$ cat src/inc/dbg_pkg.sv
// package: constants and types for the debug trigger and trace block
`default_nettype none
package dbg_pkg;
  // ==========================================
  // breakpoint register indices
  localparam logic [3:0] BKPT_COUNT = 4'h9;
  localparam logic [3:0] IDX_ADDR = 4'h0;
  localparam logic [3:0] IDX_ADDR_MASK = 4'h1;
  localparam logic [3:0] IDX_DATA = 4'h2;
  localparam logic [3:0] IDX_DATA_MASK = 4'h3;
  localparam logic [3:0] IDX_PC0 = 4'h4;
  localparam logic [3:0] IDX_PC1 = 4'h5;
  localparam logic [3:0] IDX_PC2 = 4'h6;
  localparam logic [3:0] IDX_PC3 = 4'h7;
  localparam logic [3:0] IDX_PC_MASK = 4'h8;
  // index 4'ha: trigger control (not a breakpoint register)
  localparam logic [3:0] IDX_TRIG_CTRL = 4'ha;
  // trigger control field positions
  localparam int CTL_L1_ADDR = 0;
  localparam int CTL_L1_DATA = 1;
  localparam int CTL_L1_PC = 2;
  localparam int CTL_L2_ADDR = 3;
  localparam int CTL_L2_DATA = 4;
  localparam int CTL_L2_PC = 5;
  localparam int CTL_DUAL = 6;
  localparam int CTL_ACTION_IRQ = 7;
  localparam int CTL_ENABLE = 8;
  localparam int CTL_ALLOW_RT_IRQ = 9;
  // reset values
  localparam logic [31:0] BKPT_RESET = 32'h0000_0000;
  localparam logic [31:0] MASK_RESET = 32'hffff_ffff;
  // ==========================================
  // serial frame: 1 write flag, 4 index bits, 32 data bits
  localparam logic [5:0] FRAME_BITS = 6'h25;
  // ==========================================
  // status codes on the processor status bus
  localparam logic [3:0] PST_CONTINUE = 4'h0;
  localparam logic [3:0] PST_BEGIN_INSN = 4'h1;
  localparam logic [3:0] PST_TAKEN = 4'h5;
  localparam logic [3:0] PST_OPERAND = 4'h8;
  localparam logic [3:0] PST_DEBUG_IRQ = 4'hc;
  localparam logic [3:0] PST_HALTED = 4'hf;
  // ==========================================
  typedef struct packed {
    logic [31:0] addr;
    logic [31:0] data;
    logic [31:0] pc;
    logic valid;
    logic branch;
  } cpu_obs_t;
  typedef struct packed {
    logic [3:0] status;
    logic [31:0] payload;
    logic [2:0] nibbles;
  } trace_word_t;
  typedef enum logic [1:0] {
    TRIG_IDLE = 2'b00,
    TRIG_ARMED2 = 2'b01,
    TRIG_HALT = 2'b10,
    TRIG_IRQ = 2'b11
  } trig_state_t;
  typedef enum logic [1:0] {
    SER_SHIFT = 2'b00,
    SER_EXEC = 2'b01,
    SER_REPLY = 2'b10
  } ser_state_t;
endpackage : dbg_pkg
`default_nettype wire

$ cat src/rtl/core_debug_trigger_trace.sv
// design: breakpoint triggers, serial debug access and real-time trace outputs
`timescale 1ns/1ps
`default_nettype none
module core_debug_trigger_trace (
  // clock and reset
  input wire logic SYS_CLK,
  input wire logic RESET,
  // package option: trace buses bonded out
  input wire logic FULL_TRACE_PKG,
  // observed processor activity
  input wire dbg_pkg::cpu_obs_t CPU_OBS,
  input wire logic CPU_CRIT_IRQ,
  // supervisor access
  input wire logic SUP_WR,
  input wire logic SUP_MODE,
  input wire logic [3:0] SUP_IDX,
  input wire logic [31:0] SUP_WDATA,
  output logic [31:0] SUP_RDATA,
  // trigger actions
  output logic CPU_HALT,
  output logic DEBUG_IRQ,
  output logic CRIT_IRQ_ALLOW,
  input wire logic DEBUG_IRQ_DONE,
  input wire logic HALT_RELEASE,
  // serial debug channel
  input wire logic DEBUG_SERIAL_IN,
  input wire logic DEBUG_SERIAL_CLOCK,
  output logic DEBUG_SERIAL_OUT,
  // trace outputs
  output logic [3:0] PROCESSOR_STATUS_BUS,
  output logic [3:0] DEBUG_DATA_BUS,
  output logic TRACE_CLOCK_OUT,
  output logic ALL_STATUS_HIGH
);
  // ==========================================
  // breakpoint registers
  logic [31:0] bkpt_reg [0:8];
  logic [9:0] ctrl_reg;
  logic ser_wr;
  logic [3:0] ser_idx;
  logic [31:0] ser_wdata;

  function automatic logic masked_eq(input logic [31:0] a, input logic [31:0] b, input logic [31:0] m);
    masked_eq = ((a ^ b) & m) == 32'h0000_0000;
  endfunction : masked_eq

  function automatic logic [31:0] read_idx(input logic [3:0] idx);
    if (idx < dbg_pkg::BKPT_COUNT) begin
      read_idx = bkpt_reg[idx];
    end else if (idx == dbg_pkg::IDX_TRIG_CTRL) begin
      read_idx = {22'h0, ctrl_reg};
    end else begin
      read_idx = 32'h0000_0000;
    end
  endfunction : read_idx

  // serial writes win over supervisor writes in the same cycle
  always_ff @(posedge SYS_CLK or posedge RESET) begin
    if (RESET) begin
      for (int i = 0; i < 9; i++) begin
        bkpt_reg[i] <= ((i == 1) || (i == 3) || (i == 8)) ? dbg_pkg::MASK_RESET : dbg_pkg::BKPT_RESET;
      end
      ctrl_reg <= 10'h000;
    end else if (ser_wr) begin
      if (ser_idx < dbg_pkg::BKPT_COUNT) begin
        bkpt_reg[ser_idx] <= ser_wdata;
      end else if (ser_idx == dbg_pkg::IDX_TRIG_CTRL) begin
        ctrl_reg <= ser_wdata[9:0];
      end
    end else if (SUP_WR && SUP_MODE) begin
      if (SUP_IDX < dbg_pkg::BKPT_COUNT) begin
        bkpt_reg[SUP_IDX] <= SUP_WDATA;
      end else if (SUP_IDX == dbg_pkg::IDX_TRIG_CTRL) begin
        ctrl_reg <= SUP_WDATA[9:0];
      end
    end
  end

  always_ff @(posedge SYS_CLK or posedge RESET) begin
    if (RESET) begin
      SUP_RDATA <= 32'h0000_0000;
    end else begin
      SUP_RDATA <= SUP_MODE ? read_idx(SUP_IDX) : 32'h0000_0000;
    end
  end

  // ==========================================
  // trigger evaluation
  logic addr_hit;
  logic data_hit;
  logic pc_hit;
  logic lvl1_hit;
  logic lvl2_hit;
  assign addr_hit = masked_eq(CPU_OBS.addr, bkpt_reg[dbg_pkg::IDX_ADDR], ~bkpt_reg[dbg_pkg::IDX_ADDR_MASK]);
  assign data_hit = masked_eq(CPU_OBS.data, bkpt_reg[dbg_pkg::IDX_DATA], ~bkpt_reg[dbg_pkg::IDX_DATA_MASK]);
  always_comb begin
    pc_hit = 1'b0;
    for (int i = 0; i < 4; i++) begin
      pc_hit = pc_hit | masked_eq(CPU_OBS.pc, bkpt_reg[4 + i], ~bkpt_reg[dbg_pkg::IDX_PC_MASK]);
    end
  end
  // each level needs every selected condition; a level with none selected never fires
  assign lvl1_hit = CPU_OBS.valid && (ctrl_reg[2:0] != 3'b000) && (addr_hit || !ctrl_reg[dbg_pkg::CTL_L1_ADDR])
    && (data_hit || !ctrl_reg[dbg_pkg::CTL_L1_DATA]) && (pc_hit || !ctrl_reg[dbg_pkg::CTL_L1_PC]);
  assign lvl2_hit = CPU_OBS.valid && (ctrl_reg[5:3] != 3'b000) && (addr_hit || !ctrl_reg[dbg_pkg::CTL_L2_ADDR])
    && (data_hit || !ctrl_reg[dbg_pkg::CTL_L2_DATA]) && (pc_hit || !ctrl_reg[dbg_pkg::CTL_L2_PC]);

  dbg_pkg::trig_state_t trig_reg;
  logic fire;
  always_comb begin
    fire = 1'b0;
    case (trig_reg)
      dbg_pkg::TRIG_IDLE: fire = lvl1_hit && !ctrl_reg[dbg_pkg::CTL_DUAL];
      dbg_pkg::TRIG_ARMED2: fire = lvl2_hit;
      default: fire = 1'b0;
    endcase
  end

  always_ff @(posedge SYS_CLK or posedge RESET) begin
    if (RESET) begin
      trig_reg <= dbg_pkg::TRIG_IDLE;
    end else if (!ctrl_reg[dbg_pkg::CTL_ENABLE]) begin
      trig_reg <= dbg_pkg::TRIG_IDLE;
    end else begin
      case (trig_reg)
        dbg_pkg::TRIG_IDLE: begin
          if (fire) begin
            trig_reg <= ctrl_reg[dbg_pkg::CTL_ACTION_IRQ] ? dbg_pkg::TRIG_IRQ : dbg_pkg::TRIG_HALT;
          end else if (lvl1_hit && ctrl_reg[dbg_pkg::CTL_DUAL]) begin
            trig_reg <= dbg_pkg::TRIG_ARMED2;
          end
        end
        dbg_pkg::TRIG_ARMED2: begin
          if (fire) begin
            trig_reg <= ctrl_reg[dbg_pkg::CTL_ACTION_IRQ] ? dbg_pkg::TRIG_IRQ : dbg_pkg::TRIG_HALT;
          end
        end
        dbg_pkg::TRIG_HALT: begin
          if (HALT_RELEASE) begin
            trig_reg <= dbg_pkg::TRIG_IDLE;
          end
        end
        dbg_pkg::TRIG_IRQ: begin
          if (DEBUG_IRQ_DONE) begin
            trig_reg <= dbg_pkg::TRIG_IDLE;
          end
        end
        default: trig_reg <= dbg_pkg::TRIG_IDLE;
      endcase
    end
  end

  assign CPU_HALT = (trig_reg == dbg_pkg::TRIG_HALT);
  assign DEBUG_IRQ = (trig_reg == dbg_pkg::TRIG_IRQ);
  assign CRIT_IRQ_ALLOW = DEBUG_IRQ && ctrl_reg[dbg_pkg::CTL_ALLOW_RT_IRQ] && CPU_CRIT_IRQ;

  // ==========================================
  // serial channel: three-flop sampling, edges once flops two and three agree
  logic [2:0] clk_sync;
  logic [2:0] din_sync;
  logic sclk_state;
  logic sclk_rise;
  logic sclk_fall;
  always_ff @(posedge SYS_CLK or posedge RESET) begin
    if (RESET) begin
      clk_sync <= 3'b000;
      din_sync <= 3'b000;
      sclk_state <= 1'b0;
    end else begin
      clk_sync <= {clk_sync[1:0], DEBUG_SERIAL_CLOCK};
      din_sync <= {din_sync[1:0], DEBUG_SERIAL_IN};
      if (clk_sync[2] == clk_sync[1]) begin
        sclk_state <= clk_sync[2];
      end
    end
  end
  assign sclk_rise = (clk_sync[2] == clk_sync[1]) && clk_sync[2] && !sclk_state;
  assign sclk_fall = (clk_sync[2] == clk_sync[1]) && !clk_sync[2] && sclk_state;

  dbg_pkg::ser_state_t ser_reg;
  logic [36:0] shift_reg;
  logic [5:0] bit_cnt_reg;
  logic [31:0] reply_reg;
  always_ff @(posedge SYS_CLK or posedge RESET) begin
    if (RESET) begin
      ser_reg <= dbg_pkg::SER_SHIFT;
      shift_reg <= 37'h0;
      bit_cnt_reg <= 6'h00;
      reply_reg <= 32'h0000_0000;
      DEBUG_SERIAL_OUT <= 1'b0;
    end else begin
      case (ser_reg)
        dbg_pkg::SER_SHIFT: begin
          if (sclk_fall) begin
            DEBUG_SERIAL_OUT <= reply_reg[31];
            reply_reg <= {reply_reg[30:0], 1'b0};
          end
          if (sclk_rise) begin
            shift_reg <= {shift_reg[35:0], din_sync[2]};
            if (bit_cnt_reg == dbg_pkg::FRAME_BITS - 6'h01) begin
              bit_cnt_reg <= 6'h00;
              ser_reg <= dbg_pkg::SER_EXEC;
            end else begin
              bit_cnt_reg <= bit_cnt_reg + 6'h01;
            end
          end
        end
        dbg_pkg::SER_EXEC: begin
          ser_reg <= dbg_pkg::SER_REPLY;
        end
        dbg_pkg::SER_REPLY: begin
          reply_reg <= read_idx(shift_reg[35:32]);
          ser_reg <= dbg_pkg::SER_SHIFT;
        end
        default: ser_reg <= dbg_pkg::SER_SHIFT;
      endcase
    end
  end
  assign ser_wr = (ser_reg == dbg_pkg::SER_EXEC) && shift_reg[36];
  assign ser_idx = shift_reg[35:32];
  assign ser_wdata = shift_reg[31:0];

  // ==========================================
  // trace: two-entry buffer between event capture and nibble serialiser
  dbg_pkg::trace_word_t buf_mem [0:1];
  logic wr_ptr_reg;
  logic rd_ptr_reg;
  logic [1:0] count_reg;
  logic in_valid;
  logic in_ready;
  logic out_valid;
  logic out_ready;
  dbg_pkg::trace_word_t in_word;
  assign in_valid = CPU_OBS.valid && !CPU_HALT;
  assign in_ready = (count_reg != 2'h2);
  assign out_valid = (count_reg != 2'h0);
  always_comb begin
    in_word.status = CPU_OBS.branch ? dbg_pkg::PST_TAKEN : dbg_pkg::PST_BEGIN_INSN;
    in_word.payload = CPU_OBS.branch ? CPU_OBS.addr : CPU_OBS.data;
    in_word.nibbles = 3'h7;
  end
  always_ff @(posedge SYS_CLK or posedge RESET) begin
    if (RESET) begin
      wr_ptr_reg <= 1'b0;
      rd_ptr_reg <= 1'b0;
      count_reg <= 2'h0;
    end else begin
      if (in_valid && in_ready) begin
        buf_mem[wr_ptr_reg] <= in_word;
        wr_ptr_reg <= ~wr_ptr_reg;
      end
      if (out_valid && out_ready) begin
        rd_ptr_reg <= ~rd_ptr_reg;
      end
      count_reg <= count_reg + {1'b0, in_valid && in_ready} - {1'b0, out_valid && out_ready};
    end
  end

  logic [31:0] nib_reg;
  logic [2:0] nib_left_reg;
  logic busy_reg;
  logic [3:0] status_reg;
  logic [3:0] ddata_reg;
  // hold buffered words while halted so none is popped unseen
  assign out_ready = !busy_reg && !CPU_HALT;
  always_ff @(posedge SYS_CLK or posedge RESET) begin
    if (RESET) begin
      busy_reg <= 1'b0;
      nib_reg <= 32'h0000_0000;
      nib_left_reg <= 3'h0;
      status_reg <= dbg_pkg::PST_CONTINUE;
      ddata_reg <= 4'h0;
    end else if (CPU_HALT) begin
      status_reg <= dbg_pkg::PST_HALTED;
      ddata_reg <= 4'h0;
    end else if (busy_reg) begin
      status_reg <= dbg_pkg::PST_OPERAND;
      ddata_reg <= nib_reg[3:0];
      nib_reg <= {4'h0, nib_reg[31:4]};
      nib_left_reg <= nib_left_reg - 3'h1;
      busy_reg <= (nib_left_reg != 3'h0);
    end else if (out_valid) begin
      status_reg <= buf_mem[rd_ptr_reg].status;
      ddata_reg <= buf_mem[rd_ptr_reg].payload[3:0];
      nib_reg <= {4'h0, buf_mem[rd_ptr_reg].payload[31:4]};
      nib_left_reg <= buf_mem[rd_ptr_reg].nibbles - 3'h1;
      busy_reg <= 1'b1;
    end else begin
      status_reg <= DEBUG_IRQ ? dbg_pkg::PST_DEBUG_IRQ : dbg_pkg::PST_CONTINUE;
      ddata_reg <= 4'h0;
    end
  end

  // trace clock runs at cpu rate; buses silent when not bonded out
  assign TRACE_CLOCK_OUT = FULL_TRACE_PKG & SYS_CLK;
  assign PROCESSOR_STATUS_BUS = FULL_TRACE_PKG ? status_reg : 4'h0;
  assign DEBUG_DATA_BUS = FULL_TRACE_PKG ? ddata_reg : 4'h0;
  assign ALL_STATUS_HIGH = &status_reg;
endmodule : core_debug_trigger_trace
`default_nettype wire

$ cat config.mk
export PLATFORM = sky130hd
export DESIGN_NAME = core_debug_trigger_trace
export DESIGN_NICKNAME = d
export VERILOG_FILES = /design/src/inc/dbg_pkg.sv /design/src/rtl/core_debug_trigger_trace.sv
export SDC_FILE = /design/constraint.sdc
export NUM_CORES = 2
export LEC_CHECK = 0
export ABC_AREA = 1
export BUFFER_PORTS_ARGS = -buffer_cell sky130_fd_sc_hd__buf_4
export CAP_MARGIN = 25
export CELL_PAD_IN_SITES_DETAIL_PLACEMENT = 1
export CELL_PAD_IN_SITES_GLOBAL_PLACEMENT = 1
export CORE_ASPECT_RATIO = 1.1
export CORE_MARGIN = 4
export CORE_UTILIZATION = 49
export DETAILED_ROUTE_END_ITERATION = 10
export PLACE_DENSITY_LB_ADDON = 0.1
export SYNTH_ARGS = -nofsm -noshare
export SYNTH_HDL_FRONTEND = slang
export SYNTH_SLANG_ARGS = --single-unit
export TNS_END_PERCENT = 20
$ cat constraint.sdc
create_clock -name SYS_CLK -period 31.8 [get_ports SYS_CLK]
set_input_delay 0 -clock SYS_CLK [delete_from_list [all_inputs] [get_ports SYS_CLK]]
set_output_delay 0 -clock SYS_CLK [all_outputs]
set_load 0.005 [all_outputs]
* Yosys cells after proc, flatten, opt, wreduce, memory -nomap -nowiden
Memories as Yosys holds them, arrays and structs flattened.
Index checks and enable logic that the tools add are counted.
** Operators by class
- Add/sub/neg operators :: 5
- Multipliers :: 0
- Div/mod/pow operators :: 0
- Magnitude comparators :: 6
- Equality and inequality tests :: 21
- Shifts and indexed selects :: 0
- Multiplexer cells :: 61
- Bitwise gates (word level) :: 24
- Reductions and logical operators :: 69
** Operators by type and width (number)
- two-way mux 288 bit :: 4
- bitwise mux 288 bit :: 2
- two-way mux 32 bit :: 13
- binary-select mux 32 bit (select 4 bit) :: 2
- demux 32 bit (select 4 bit) :: 2
- AND 32 bit :: 6
- logical NOT 32 bit :: 6
- bitwise XOR 32 bit :: 6
- NOT 32 bit :: 3
- two-way mux 10 bit :: 8
- one-hot mux 32 bit (2 select lines) :: 1
- two-way mux 4 bit :: 9
- logical AND 1 bit :: 25
- two-way mux 2 bit :: 8
- logical NOT 1 bit :: 12
- != test 2 bit (second input constant) :: 6
- nonzero test 2 bit :: 6
- greater-or-equal comparator 5 bit (second input constant) :: 2
- < comparator 5 x 1 -> 1 bit (second input constant) :: 2
- NOT 4 -> 5 bit :: 2
- AND reduction 2 bit :: 5
- two-way mux 3 bit :: 3
- != test 3 bit (second input constant) :: 3
- nonzero test 3 bit :: 3
- 26 further kinds :: 47
** Storage, ports and cells
- Register bits :: 465
- Bits in latches :: 0
- Bits in writable memories :: 70
- Memory bits (read-only) :: 0
- Bits of input ports :: 144
- Logic and storage cells :: 215
- Memories :: 1
** Memories
- buf_mem :: depth 2, bits a word 35, read ports 1, clocked after memory_dff 0, wr ports 1, RTL line core_debug_trigger_trace.sv:225 : dbg_pkg::trace_word_t buf_mem [0:1];

* Depth between registers and ports, before layout
- Depth after elaboration :: 13
- Mapped depth :: 17

==> summary.md <==
| Metric | Value |
|---|---|
| Yosys warnings | 0 |
| Synth top area share | 0.301 |
| Status | finished with violations |
| CTS resizes | 0 |
| Vias in the first global route | 35152 |
| Int Power | ~0.0015 W |
| CP cell instances | clkbuf_16, clkbuf_16, nand2_1, inv_1, buf_4 |
| Fin nets | between 4000 and 5000 |
| Max-capacitance violation count | 0 |
| Post-synth EDFFs | between 60 and 70 |
| FF+latch count, synth | roughly 530 |
| Final setup skew | between 0.015 and 0.02 ns |
| Final Worst Setup Slack | between 15 and 20 ns |
| Final wirelength | around 150 mm |
| Synth Area per Inst | 7.47 sq um |
| Layout area overhead | 16.8% |
| Worst-path fanout max | 2 |
| Routed vias/inst | ~6.6 |
| Clock-pin slew on the worst setup and hold paths | approximately 0.070 ns |
| Final Max Slew Viols | 0 |
| Post-synth cell types | 48 |
| WP buf/inv | 4 |
| Row cnt | 95 |
| Post-Synthesis Cells | between 4000 and 5000 |
| Combinational share of power | 0.342 |
| Slowest Stage Delay on Critical Path | between 0.1 and 0.15 ns |
| Flip-flop cell with the highest count after synthesis | dfrtp_1 |
| Switching power | roughly 0.0010 W |
| Top delay family on crit path | buffers and inverters |
| Layout cells sized above 1 | 0.115 |
| Drt pass-1 iters | 6 |
| Final count of hold timing violations | 9 |
| Residual DRC | 0 |
| PortBufs | roughly 190 |
| Clk_lat worst skew | 0.77 ns |
| Slew headroom | 0.275 |
| Max FFs per register | roughly 290 |
| CTS tree | yes |
| WS Path Type | clock port to primary output |
| Area contributors post-synth | dfrtp_1, nand2_1, dfstp_2 |
| Crit. End Element | primary output |
| Vias | approximately 34000 |
| Fillers | ~7600 |
| Initial antenna violation count | 2 |
| Area of the mapped netlist | between 30000 and 40000 sq um |
| Die Area | between 60000 and 70000 sq um |
| Flop pwr share | 0.370 |
| Setup Viol. Count Final | 0 |
| Unrepaired setup endpoints after global routing | no |
| Sw frac | 0.407 |
| GRT Total Usage | 0.441 |
| DP HPWL | between 90 and 100 mm |
| Routed Antenna Nets | 0 |
| N_diodes | 0 |
| Pin count of the biggest net entering global routing | 158 |
| Die X | between 200 and 250 microns |
| Cell taking the most area after synthesis | dfrtp_1 |
| Startpoint types | clock port |
| Asr flop ratio synth | 0.875 |
| Max VDD drop | between 70 and 80 uV |
| Final TNS setup | 0 ns |
| CP most frequent cell | clkbuf_16 |
| Top Ports | 190 |
| Worst Hold Slack | -0.0239 ns |
| Critical path required time | around 32 ns |
| Total grt overflow | 0 |
| Net Count, Synth | 4215 |
| Initial DRC count | 4026 |
| CP max-delay cell | clkbuf_16 |
| Failing checks | negative hold slack |
| Worst-margin pin slew | between 1 and 1.5 ns |
| Routed wire length per instance | approximately 29 microns |
| Place WS | about 16 ns |
| Hold WC Path Type | input port to async pin |
| Clock network power share | 0.288 |
| Core area | roughly 60000 sq um |
| Critical Path AT | 16.41 ns |
| Register area share after synthesis | 0.449 |
| Chip height | 269 microns |
| Routability Congestion | roughly 0.94 |
| Static Leakage | 15.8 nW |
| First-pass GRT wire length | 219 mm |
| PwrDens | around 72 nW/um^2 |
| Initial Util | 0.496 |
metrics by stage:
step	area [sq um]	hold WS, ns	instances	utilization	total power, W
after floorplan	30400	0.0314	4063	-	0.00142
after global placement	32300	0.113	4889	0.528	0.00172
after detailed placement	32400	0.116	4890	0.529	0.00175
after CTS	35400	0.00249	5107	0.579	0.00250
after global routing	35500	0.0411	5109	0.579	0.00265
final	35500	-0.0239	5109	0.579	0.00256
Yosys cell counts (all sizes together) (24+ instances only):
master  number
nand2     1102
o221ai      78
o21ai      469
dfrtp      365
buf         73
nor3        28
o22ai      390
a31oi       24
nor2       224
edfxtp      66
a22oi       78
o211ai      46
a21oi      111
dfstp       96
inv        486
clkbuf     167
nand3      181
repair_timing:
action                    4_1_cts  5_1_grt
hold endpoints to repair      356        0
setup buffers                   0        0
hold buffers                  105        0
power by group through the flow:
stage	registers, W	clock network, W	logic, W
2_1_floorplan	0.000919	0.000000667	0.000499
5_1_grt	0.000962	0.000766	0.000927
4_1_cts	0.000940	0.000732	0.000823
6_report	0.000949	0.000737	0.000877
3_5_place_dp	0.000949	0.00000160	0.000801
3_3_place_gp	0.000942	0.00000160	0.000778
worst paths after layout:
| check | endpoint | slack, ns | cells after the start | start |
|---|---|---|---|---|
| worst max register to register | bkpt_reg[149] | 27.87 | 9 | shift_reg[33] |
| min in group SYS_CLK | bkpt_reg[191] | 0.04 | 5 | SUP_WDATA[31] |
| worst min-delay path | nib_reg[3] | -0.02 | 3 | RESET |
| worst max-delay path | TRACE_CLOCK_OUT | 15.39 | 5 | SYS_CLK |
| worst min register to register | din_sync[2] | 0.36 | 0 | din_sync[1] |
| max in group asynchronous | bkpt_reg[122] | 30.23 | 4 | RESET |
worst reg2reg max path: stages, from the launching register on:
cell and delay [ns]:
dfrtp_1 0.49, nor2_4 0.68, inv_2 0.57, buf_4 0.46, nor2_1 0.23, nor2_1 0.09
a211oi_4 0.24, buf_4 0.71, nand2_1 0.25, o21ai_1 0.13
layer usage:
| metal | vias to the layer above | share of wire | GRT usage |
|---|---|---|---|
| met5 | - | 0.00015 | 0 |
| met4 | 4 | 0.096 | 0.350 |
| met2 | 2364 | 0.44 | 0.686 |
| met3 | 754 | 0.11 | 0.0958 |
| li1 | 14201 | - | - |
| met1 | 16562 | 0.35 | 0.534 |
cell type report:
| cell class | count | area, sq um | area share |
|---|---|---|---|
| multi-input cells | 2797 | 14000 | 0.394 |
| flip-flops and latches | 527 | 13600 | 0.384 |
| repair buffers | 349 | 2940 | 0.0830 |
| inverters | 498 | 1880 | 0.0529 |
| clock buffers | 81 | 1700 | 0.0478 |
| well taps | 824 | 1030 | 0.0291 |
| clock inverters | 33 | 324 | 0.00914 |
cell usage in the layout, fill, tap and decap left out, types with 96 or more instances in the layout:
cell,n
a21oi_1,109
o22ai_1,390
buf_4,241
dfstp_2,96
nand2_1,1097
dfrtp_1,365
o21ai_0,322
dlygate4sd3_1,105
o21ai_1,147
nand3_1,181
nor2_1,214
inv_1,475
cell families after synthesis:
group,share of synthesized area
and+or+nand+nor,0.201
AOI/OAI and AO/OA,0.244
buffers and inverters,0.0936
DFF,0.449
muxes,0.00635
adders and majority gates,0.00330
xor gates and xnor gates,0.00202
Note: power is estimated with default switching activity, not from simulation.
